File: src/shared/adc_ctl_pkg.sv
// Constants and types shared by the converter control port
package adc_ctl_pkg;
  // ----------------------------------------------------------
  // Bus and result widths
  // ----------------------------------------------------------
  localparam int DATA_W = 8;    // Byte-wide shared bus
  localparam int RES_W  = 12;   // Result width
  localparam int CHAN_W = 3;    // Channel code width
  localparam int CNT_W  = 6;    // Phase counter width
  // ----------------------------------------------------------
  // Control word field positions
  // ----------------------------------------------------------
  localparam int CTL_PWR_HI   = 7;
  localparam int CTL_PWR_LO   = 6;
  localparam int CTL_ACQ      = 5;
  localparam int CTL_SGL      = 4;
  localparam int CTL_UNI      = 3;
  localparam int CTL_CHAN_MSB = 2;
  // Control word after reset: normal power, external clock
  localparam logic [7:0] CTL_RESET = 8'hc0;
  // Power control codes
  localparam logic [1:0] PWR_FULL_DOWN = 2'h0;
  localparam logic [1:0] PWR_STANDBY   = 2'h1;
  localparam logic [1:0] PWR_INT_CLK   = 2'h2;
  localparam logic [1:0] PWR_EXT_CLK   = 2'h3;
  // ----------------------------------------------------------
  // Timing
  // ----------------------------------------------------------
  localparam int ACQ_TICKS        = 3;    // Acquisition clocks
  localparam int CONV_TICKS       = 13;   // Conversion clocks
  localparam int CLK_PERIOD_NS    = 100;  // ref_clk period
  localparam int INT_CONV_TIME_NS = 3600; // Internal clock conversion
  localparam int INT_CONV_CYCLES  =
    (INT_CONV_TIME_NS + CLK_PERIOD_NS - 1) / CLK_PERIOD_NS;
  // ----------------------------------------------------------
  // States
  // ----------------------------------------------------------
  typedef enum logic [1:0] {PH_IDLE, PH_ACQ, PH_CONV} phase_e;
  typedef enum logic [1:0] {PS_NORMAL, PS_STANDBY, PS_SHUTDOWN} power_e;
endpackage

File: src/verilog/adc_parallel_control_port.sv
// Control word, sequencing and result readout of a 12-bit SAR converter
// ------------------------------------------------------------
// ------------------------------------------------------------
module adc_parallel_control_port
  import adc_ctl_pkg::*;
#(
  parameter int ACQ_CLKS = ACQ_TICKS  // Acquisition length in ticks
) (
  input  wire logic              ref_clk,
  input  wire logic              resetn,
  input  wire logic              deviceSelectN,  // Chip select
  input  wire logic              writeStrobeN,   // Write strobe
  input  wire logic              readStrobeN,    // Read strobe
  input  wire logic              highByteSelect, // Result half select
  input  wire logic              convClk,        // External conversion clock
  input  wire logic [DATA_W-1:0] dataIn,         // Bus level in
  output logic      [DATA_W-1:0] dataOut,        // Bus level driven
  output logic                   dataOeN,        // Low while driving bus
  output logic                   doneFlagN,      // Result ready, low
  input  wire logic              compAbove,      // Input above DAC trial
  output logic      [RES_W-1:0]  dacCode,        // SAR trial code
  output logic                   trackHold,      // High while acquiring
  output logic      [CHAN_W-1:0] posInput,       // Positive input index
  output logic      [CHAN_W-1:0] negInput,       // Negative input index
  output logic                   negIsCommon,    // Negative is common ref
  output logic                   biasOn,         // Low only in shutdown
  output logic                   converterOn     // High in normal power
);

  // ----------------------------------------------------------
  // Parameter check
  // ----------------------------------------------------------
  if (ACQ_CLKS < 1 || ACQ_CLKS > 31) begin : g_bad_acq
    $error("ACQ_CLKS must lie in 1..31");
  end

  // ----------------------------------------------------------
  // Declarations
  // ----------------------------------------------------------
  logic [DATA_W-1:0] ctl_reg;         // Last control word
  logic              extClkMode_reg;  // Conversion clock source
  logic              wrPrev_reg;      // Write strobe last cycle
  logic              rdPrev_reg;      // Read active last cycle
  logic              clkPrev_reg;     // Conversion clock last cycle
  phase_e            phase_reg;       // Sequencer phase
  power_e            pwr_reg;         // Power state
  logic [CNT_W-1:0]  cnt_reg;         // Ticks within phase
  logic [RES_W-1:0]  sar_reg;         // Bits decided so far
  logic [RES_W-1:0]  result_reg;      // Held result
  logic              resUni_reg;      // Polarity of held result
  logic              done_reg;        // Done flag, active high
  logic              wrEvent;         // Selected write strobe rise
  logic              rdActive;        // Selected read in progress
  logic              rdStart;         // First cycle of a read
  logic              tick;            // Converter clock step
  logic              convDone;        // Last conversion tick
  logic [CNT_W-1:0]  lastCnt;         // Final conversion tick index
  logic [RES_W-1:0]  trialBit;        // Bit under trial

  // Pick the trial bit for a step index
  function automatic logic [RES_W-1:0] trial(input logic [CNT_W-1:0] idx);
    logic [RES_W-1:0] t;
    t = '0;
    if (idx < CNT_W'(RES_W)) begin
      t = RES_W'(1) << (CNT_W'(RES_W) - CNT_W'(1) - idx);
    end
    return t;
  endfunction

  // ----------------------------------------------------------
  // Bus strobes
  // ----------------------------------------------------------
  // Strobes only count while selected
  assign wrEvent  = !deviceSelectN && writeStrobeN && !wrPrev_reg;
  assign rdActive = !deviceSelectN && !readStrobeN;
  assign rdStart  = rdActive && !rdPrev_reg;
  // External clock edges are ignored while deselected
  assign tick = extClkMode_reg ? (!deviceSelectN && convClk && !clkPrev_reg) : 1'b1;

  // Edge history of the strobes and clock pin
  always_ff @(posedge ref_clk or negedge resetn) begin
    if (!resetn) begin
      wrPrev_reg  <= 1'b1;
      rdPrev_reg  <= 1'b0;
      clkPrev_reg <= 1'b0;
    end else begin
      wrPrev_reg  <= writeStrobeN;
      rdPrev_reg  <= rdActive;
      clkPrev_reg <= convClk;
    end
  end

  // ----------------------------------------------------------
  // Control word and clock mode
  // ----------------------------------------------------------
  // Capture the word; only normal-power codes move the clock mode
  always_ff @(posedge ref_clk or negedge resetn) begin
    if (!resetn) begin
      ctl_reg        <= CTL_RESET;
      extClkMode_reg <= 1'b1;
    end else if (wrEvent) begin
      ctl_reg <= dataIn;
      if (dataIn[CTL_PWR_HI]) begin
        extClkMode_reg <= dataIn[CTL_PWR_LO];
      end
    end
  end

  // ----------------------------------------------------------
  // Power state
  // ----------------------------------------------------------
  // Any write wakes the part; a power-down word takes hold once
  // its conversion ends, so a running conversion is never cut
  always_ff @(posedge ref_clk or negedge resetn) begin
    if (!resetn) begin
      pwr_reg <= PS_NORMAL;
    end else if (wrEvent) begin
      pwr_reg <= PS_NORMAL;
    end else if (convDone && !ctl_reg[CTL_PWR_HI]) begin
      pwr_reg <= ctl_reg[CTL_PWR_LO] ? PS_STANDBY : PS_SHUTDOWN;
    end
  end

  // The bus logic stays clocked in every power state
  assign biasOn      = (pwr_reg != PS_SHUTDOWN);
  assign converterOn = (pwr_reg == PS_NORMAL);

  // ----------------------------------------------------------
  // Conversion sequencer
  // ----------------------------------------------------------
  // Internal clock runs the steps on consecutive cycles, then idles to fill the fixed conversion time
  assign lastCnt  = extClkMode_reg ? CNT_W'(CONV_TICKS - 1) : CNT_W'(INT_CONV_CYCLES - 1);
  assign convDone = (phase_reg == PH_CONV) && tick && (cnt_reg == lastCnt);
  assign trialBit = trial(cnt_reg);
  assign dacCode  = sar_reg | trialBit;
  assign trackHold = (phase_reg == PH_ACQ);

  // Write starts acquisition; external acquisition ends on the
  // second write, internal on a fixed tick count
  always_ff @(posedge ref_clk or negedge resetn) begin
    if (!resetn) begin
      phase_reg <= PH_IDLE;
      cnt_reg   <= '0;
      sar_reg   <= '0;
    end else begin
      case (phase_reg)
        PH_IDLE: begin
          if (wrEvent) begin
            phase_reg <= PH_ACQ;
            cnt_reg   <= '0;
          end
        end
        PH_ACQ: begin
          // Acquisition mode bit is the one of the current word
          if (ctl_reg[CTL_ACQ] ? wrEvent : (tick && cnt_reg == CNT_W'(ACQ_CLKS - 1))) begin
            phase_reg <= PH_CONV;
            cnt_reg   <= '0;
            sar_reg   <= '0;
          end else if (tick && !ctl_reg[CTL_ACQ]) begin
            cnt_reg <= cnt_reg + 6'h01;
          end
        end
        PH_CONV: begin
          // Writes here replace the whole word; the phase does not restart
          if (tick) begin
            if (compAbove) begin
              sar_reg <= sar_reg | trialBit;
            end
            cnt_reg <= cnt_reg + 6'h01;
            if (cnt_reg == lastCnt) begin
              phase_reg <= PH_IDLE;
            end
          end
        end
        default: begin
          phase_reg <= PH_IDLE;
        end
      endcase
    end
  end

  // ----------------------------------------------------------
  // Result register
  // ----------------------------------------------------------
  // Bipolar codes arrive offset-binary; flipping the MSB gives
  // two's complement. Held until the next conversion ends.
  always_ff @(posedge ref_clk or negedge resetn) begin
    if (!resetn) begin
      result_reg <= '0;
      resUni_reg <= 1'b1;
    end else if (convDone) begin
      result_reg <= (sar_reg | (compAbove ? trialBit : '0)) ^
                    {!ctl_reg[CTL_UNI], {(RES_W-1){1'b0}}};
      resUni_reg <= ctl_reg[CTL_UNI];
    end
  end

  // ----------------------------------------------------------
  // Done flag
  // ----------------------------------------------------------
  // A finishing conversion wins over a read or write clearing it
  always_ff @(posedge ref_clk or negedge resetn) begin
    if (!resetn) begin
      done_reg <= 1'b0;
    end else if (convDone) begin
      done_reg <= 1'b1;
    end else if (rdStart || wrEvent) begin
      done_reg <= 1'b0;
    end
  end
  assign doneFlagN = !done_reg;

  // ----------------------------------------------------------
  // Read data path
  // ----------------------------------------------------------
  // Bus data registered each cycle; settles one cycle after a
  // change of the half select or the result
  always_ff @(posedge ref_clk or negedge resetn) begin
    if (!resetn) begin
      dataOut <= '0;
    end else if (highByteSelect) begin
      dataOut <= {resUni_reg ? 4'h0 : {4{result_reg[RES_W-1]}},
                  result_reg[RES_W-1:DATA_W]};
    end else begin
      dataOut <= result_reg[DATA_W-1:0];
    end
  end
  // Drive only while selected and read strobe low
  assign dataOeN = !rdActive;

  // ----------------------------------------------------------
  // Channel multiplexer
  // ----------------------------------------------------------
  // Differential pairs share bits 2..1; bit 0 swaps polarity
  always_comb begin
    posInput    = ctl_reg[CTL_CHAN_MSB:0];
    negIsCommon = ctl_reg[CTL_SGL];
    negInput    = {ctl_reg[CTL_CHAN_MSB:1], !ctl_reg[0]};
  end
endmodule

File: config.mk
export PLATFORM = sky130hd
export DESIGN_NAME = adc_parallel_control_port
export DESIGN_NICKNAME = d
export VERILOG_FILES = /design/src/shared/adc_ctl_pkg.sv /design/src/verilog/adc_parallel_control_port.sv
export SDC_FILE = /design/constraint.sdc
export NUM_CORES = 1
export LEC_CHECK = 0
export BUFFER_PORTS_ARGS = -buffer_cell sky130_fd_sc_hd__buf_2
export CORE_MARGIN = 2
export CORE_UTILIZATION = 55
export CTS_CLUSTER_SIZE = 16
export DETAILED_ROUTE_END_ITERATION = 12
export HOLD_SLACK_MARGIN = 0.06
export PLACE_DENSITY = 0.84
export RECOVER_POWER = 50
export SYNTH_ARGS = -nofsm -noshare
export SYNTH_HDL_FRONTEND = slang
export SYNTH_SLANG_ARGS = --single-unit
File: constraint.sdc
create_clock -name ref_clk -period 6 [get_ports ref_clk]
set_input_delay 1.2 -clock ref_clk [delete_from_list [all_inputs] [get_ports ref_clk]]
set_output_delay 1.2 -clock ref_clk [all_outputs]
set_load 0.02 [all_outputs]
==> flow_summary.toml <==
[global_routing]
grt_overflow = 0
grt_pass1_wl_um = 8500
grt_max_degree = 57
grt_pass1_vias = 1811
grt_use_met3_pct = 3.841
grt_use_met2_pct = 33.33
use_met1_pct = 27.11
antenna_found_initial = 0
grt_busiest_layer = "met2"
track_usage_pct = 20.60

[clock_network]
path_clk_slew_ns = 0.10
cts_buffer_depth = 2
hold_buffers = 0
cts.repair.resized = 0
clock-sinks = 56
h-tree-depth = 2
root_buffer = "clkbuf_8"
cts_buffers = 5
cts_tree = "yes"
clk_latency_ns = 0.32
post_cts_buffers = 0

[detailed_routing]
vias = 1940
drt_iter0_markers = 154
post-route-drc-count = 0
routedWlPerCell_um = 13.63
dr.pass1.iters = 4
viasPerCell = 5.229
ant_nets = 0
wl_um = 5057

[place]
hpwl_um = 3680
place_area_um2 = 2930
gp_congestion = 0.9111
numPortBuffers = 47

[setup_path]
worst_path_max_delay_cell = "clkbuf_1"
arrival_ns = 3.37
path_buf_inv = 2
startpoint_type = "primary input"
rr_worst_depth = 7
r2r_end = "cnt_reg[2]"
crit_path_max_incr_delay_ns = 2.07
required_ns = 5.80
critPathCaptureType = "asynchronous set/reset pin"
r2r_slack_ns = 3.64
cpLargestDelayFamily = "buffers and inverters"
path_class = "in -> async"
timing.rr.start = "cnt_reg[2]"
critPathMaxFanout = 56
crit_chain = "buf_2 > clkbuf_1"

[synthesis]
synth_common_cells = "51 x dfrtp_1, 35 x nand2_1, 26 x inv_1"
synth.net_count = 286
synth_edf_count = 0
yosysWarnings = 0
synth_cells = 262
syn_area_um2 = 2685
synth_most_common_cell = "dfrtp_1"
async_reset_ff_share_pct = 100.0
ys_seq_elements = 56
ys_types = 49
syn_avg_cell_area_um2 = 10.25
synthFlopType = "dfrtp_1"
yosysTopAreaCellShare_pct = 47.53
synth_top_area_cell = "dfrtp_1"
synth_area_leaders = "dfrtp_1 48%, dfstp_2 4.9%, nand2_1 4.9%"
synth_seq_area_share_pct = 52.42

[layout]
drive_above_1_share_pct = 24.34
nFillCells = 379
antenna_cells = 0
layout.nets = 327
syn_to_final_growth_pct = 12.21
fin_area_um2 = 3013

[worst_hold_path]
hp-class = "reg -> reg"
hp-start = "ctl_reg[4]"
holdPathEnd = "ctl_reg[4]"
hold_path_depth = 2

[sta]
worst_pin_slew_ns = 2.933
fin_tns_setup_ns = 0
max_freq_mhz = 279.9
slew_violations = 57
period_minus_slack_ns = 3.573
finClkSkew_ns = 0.01194
hold_violations = 0
setup_violations = 0
timing.final.crit_share_pct = 59.55
rsz0062_at_grt = "no"
max_slew_margin_pct = -95.53

[floorplan]
core.rowCount = 25
die_w_um = 73.87
die_height_um = 73.87
die_area_um2 = 5457
initial_core_util_pct = 56.85
io_pins = 48
coreArea_um2 = 4723

[status]
violations = "capacitance limit, slew limit"
outcome = "complete, but fails checks"

[power_and_ir_drop]
irDropWorstVdd_uv = 223.4
p_leak_uw = 0.001533
powerDensity_nw_per_um2 = 326.8

[run]
drv_cap = 1
[through the flow]
stage	hold WS (ns)	util, %	instances	total power [µW]	worst slack [ns]
2_1_floorplan	0.4467	-	262	692.5	2.973
3_3_place_gp	0.4524	62.04	363	765.2	2.817
3_5_place_dp	0.4616	62.04	363	774.5	2.788
4_1_cts	0.4844	64.03	371	988.4	2.451
5_1_grt	0.5101	63.79	371	1046	1.834
6_report	0.4763	63.79	371	984.7	2.427
[cell usage in the layout, fill, tap and decap left out, drive strengths merged, types with 3 or more instances in the layout]
cell     n
nand3    5
xnor2    3
ha       8
nor3     4
buf     44
clkbuf  10
nand4    3
dfstp    5
nand2b   3
a21o     3
nor2    13
o21ai   17
a21oi   21
dfrtp   51
nor3b    3
inv     28
a22o     3
mux2    15
o22ai    3
nand2   35
[how the worst max path moves through the flow]
stage | to | start | cells after the start | slack, ns
finish | result_reg[1] | resetn | 2 | 2.43
global route | result_reg[1] | resetn | 2 | 1.83
CTS | dacCode[7] | cnt_reg[2] | 7 | 2.45
detailed placement | result_reg[0] | deviceSelectN | 5 | 2.79
global placement | result_reg[2] | deviceSelectN | 5 | 2.82
floorplan | dacCode[5] | cnt_reg[2] | 5 | 2.97
[routing by layer]
layer / wire (µm) / vias up
met5: 0 / -
met4: 107 / 0
met3: 203 / 12
met2: 2448 / 54
met1: 2297 / 897
li1: - / 977
[report_power, final]
part           leakage (µW)  internal [µW]  switching [µW]
sequential         0.000716            414            32.9
combinational      0.000771            122             197
clock             0.0000452           85.4             134
[cells by family (layout without fill, tap and decap cells)]
group / after synthesis / after routing / synth area share, %
simple gates: 77 / 77 / 14.17
flops: 56 / 56 / 52.42
xor+xnor: 3 / 3 / 0.9787
compound gates: 62 / 62 / 15.33
buf+inv: 41 / 83 / 6.943
mux: 15 / 15 / 6.430
fa+ha+maj: 8 / 8 / 3.728
[area by class of cell]
| class | instances | area, µm² | area share (%) |
|---|---|---|---|
| sequential | 56 | 1408 | 46.72 |
| inverter | 26 | 97.59 | 3.239 |
| clock buffer | 5 | 68.82 | 2.284 |
| multi-input combinational | 165 | 1091 | 36.21 |
| clock inverter | 3 | 25.02 | 0.8306 |
| tap | 67 | 83.83 | 2.782 |
| timing repair buffer | 49 | 239.0 | 7.932 |
Power figures use the tool's default switching activity.
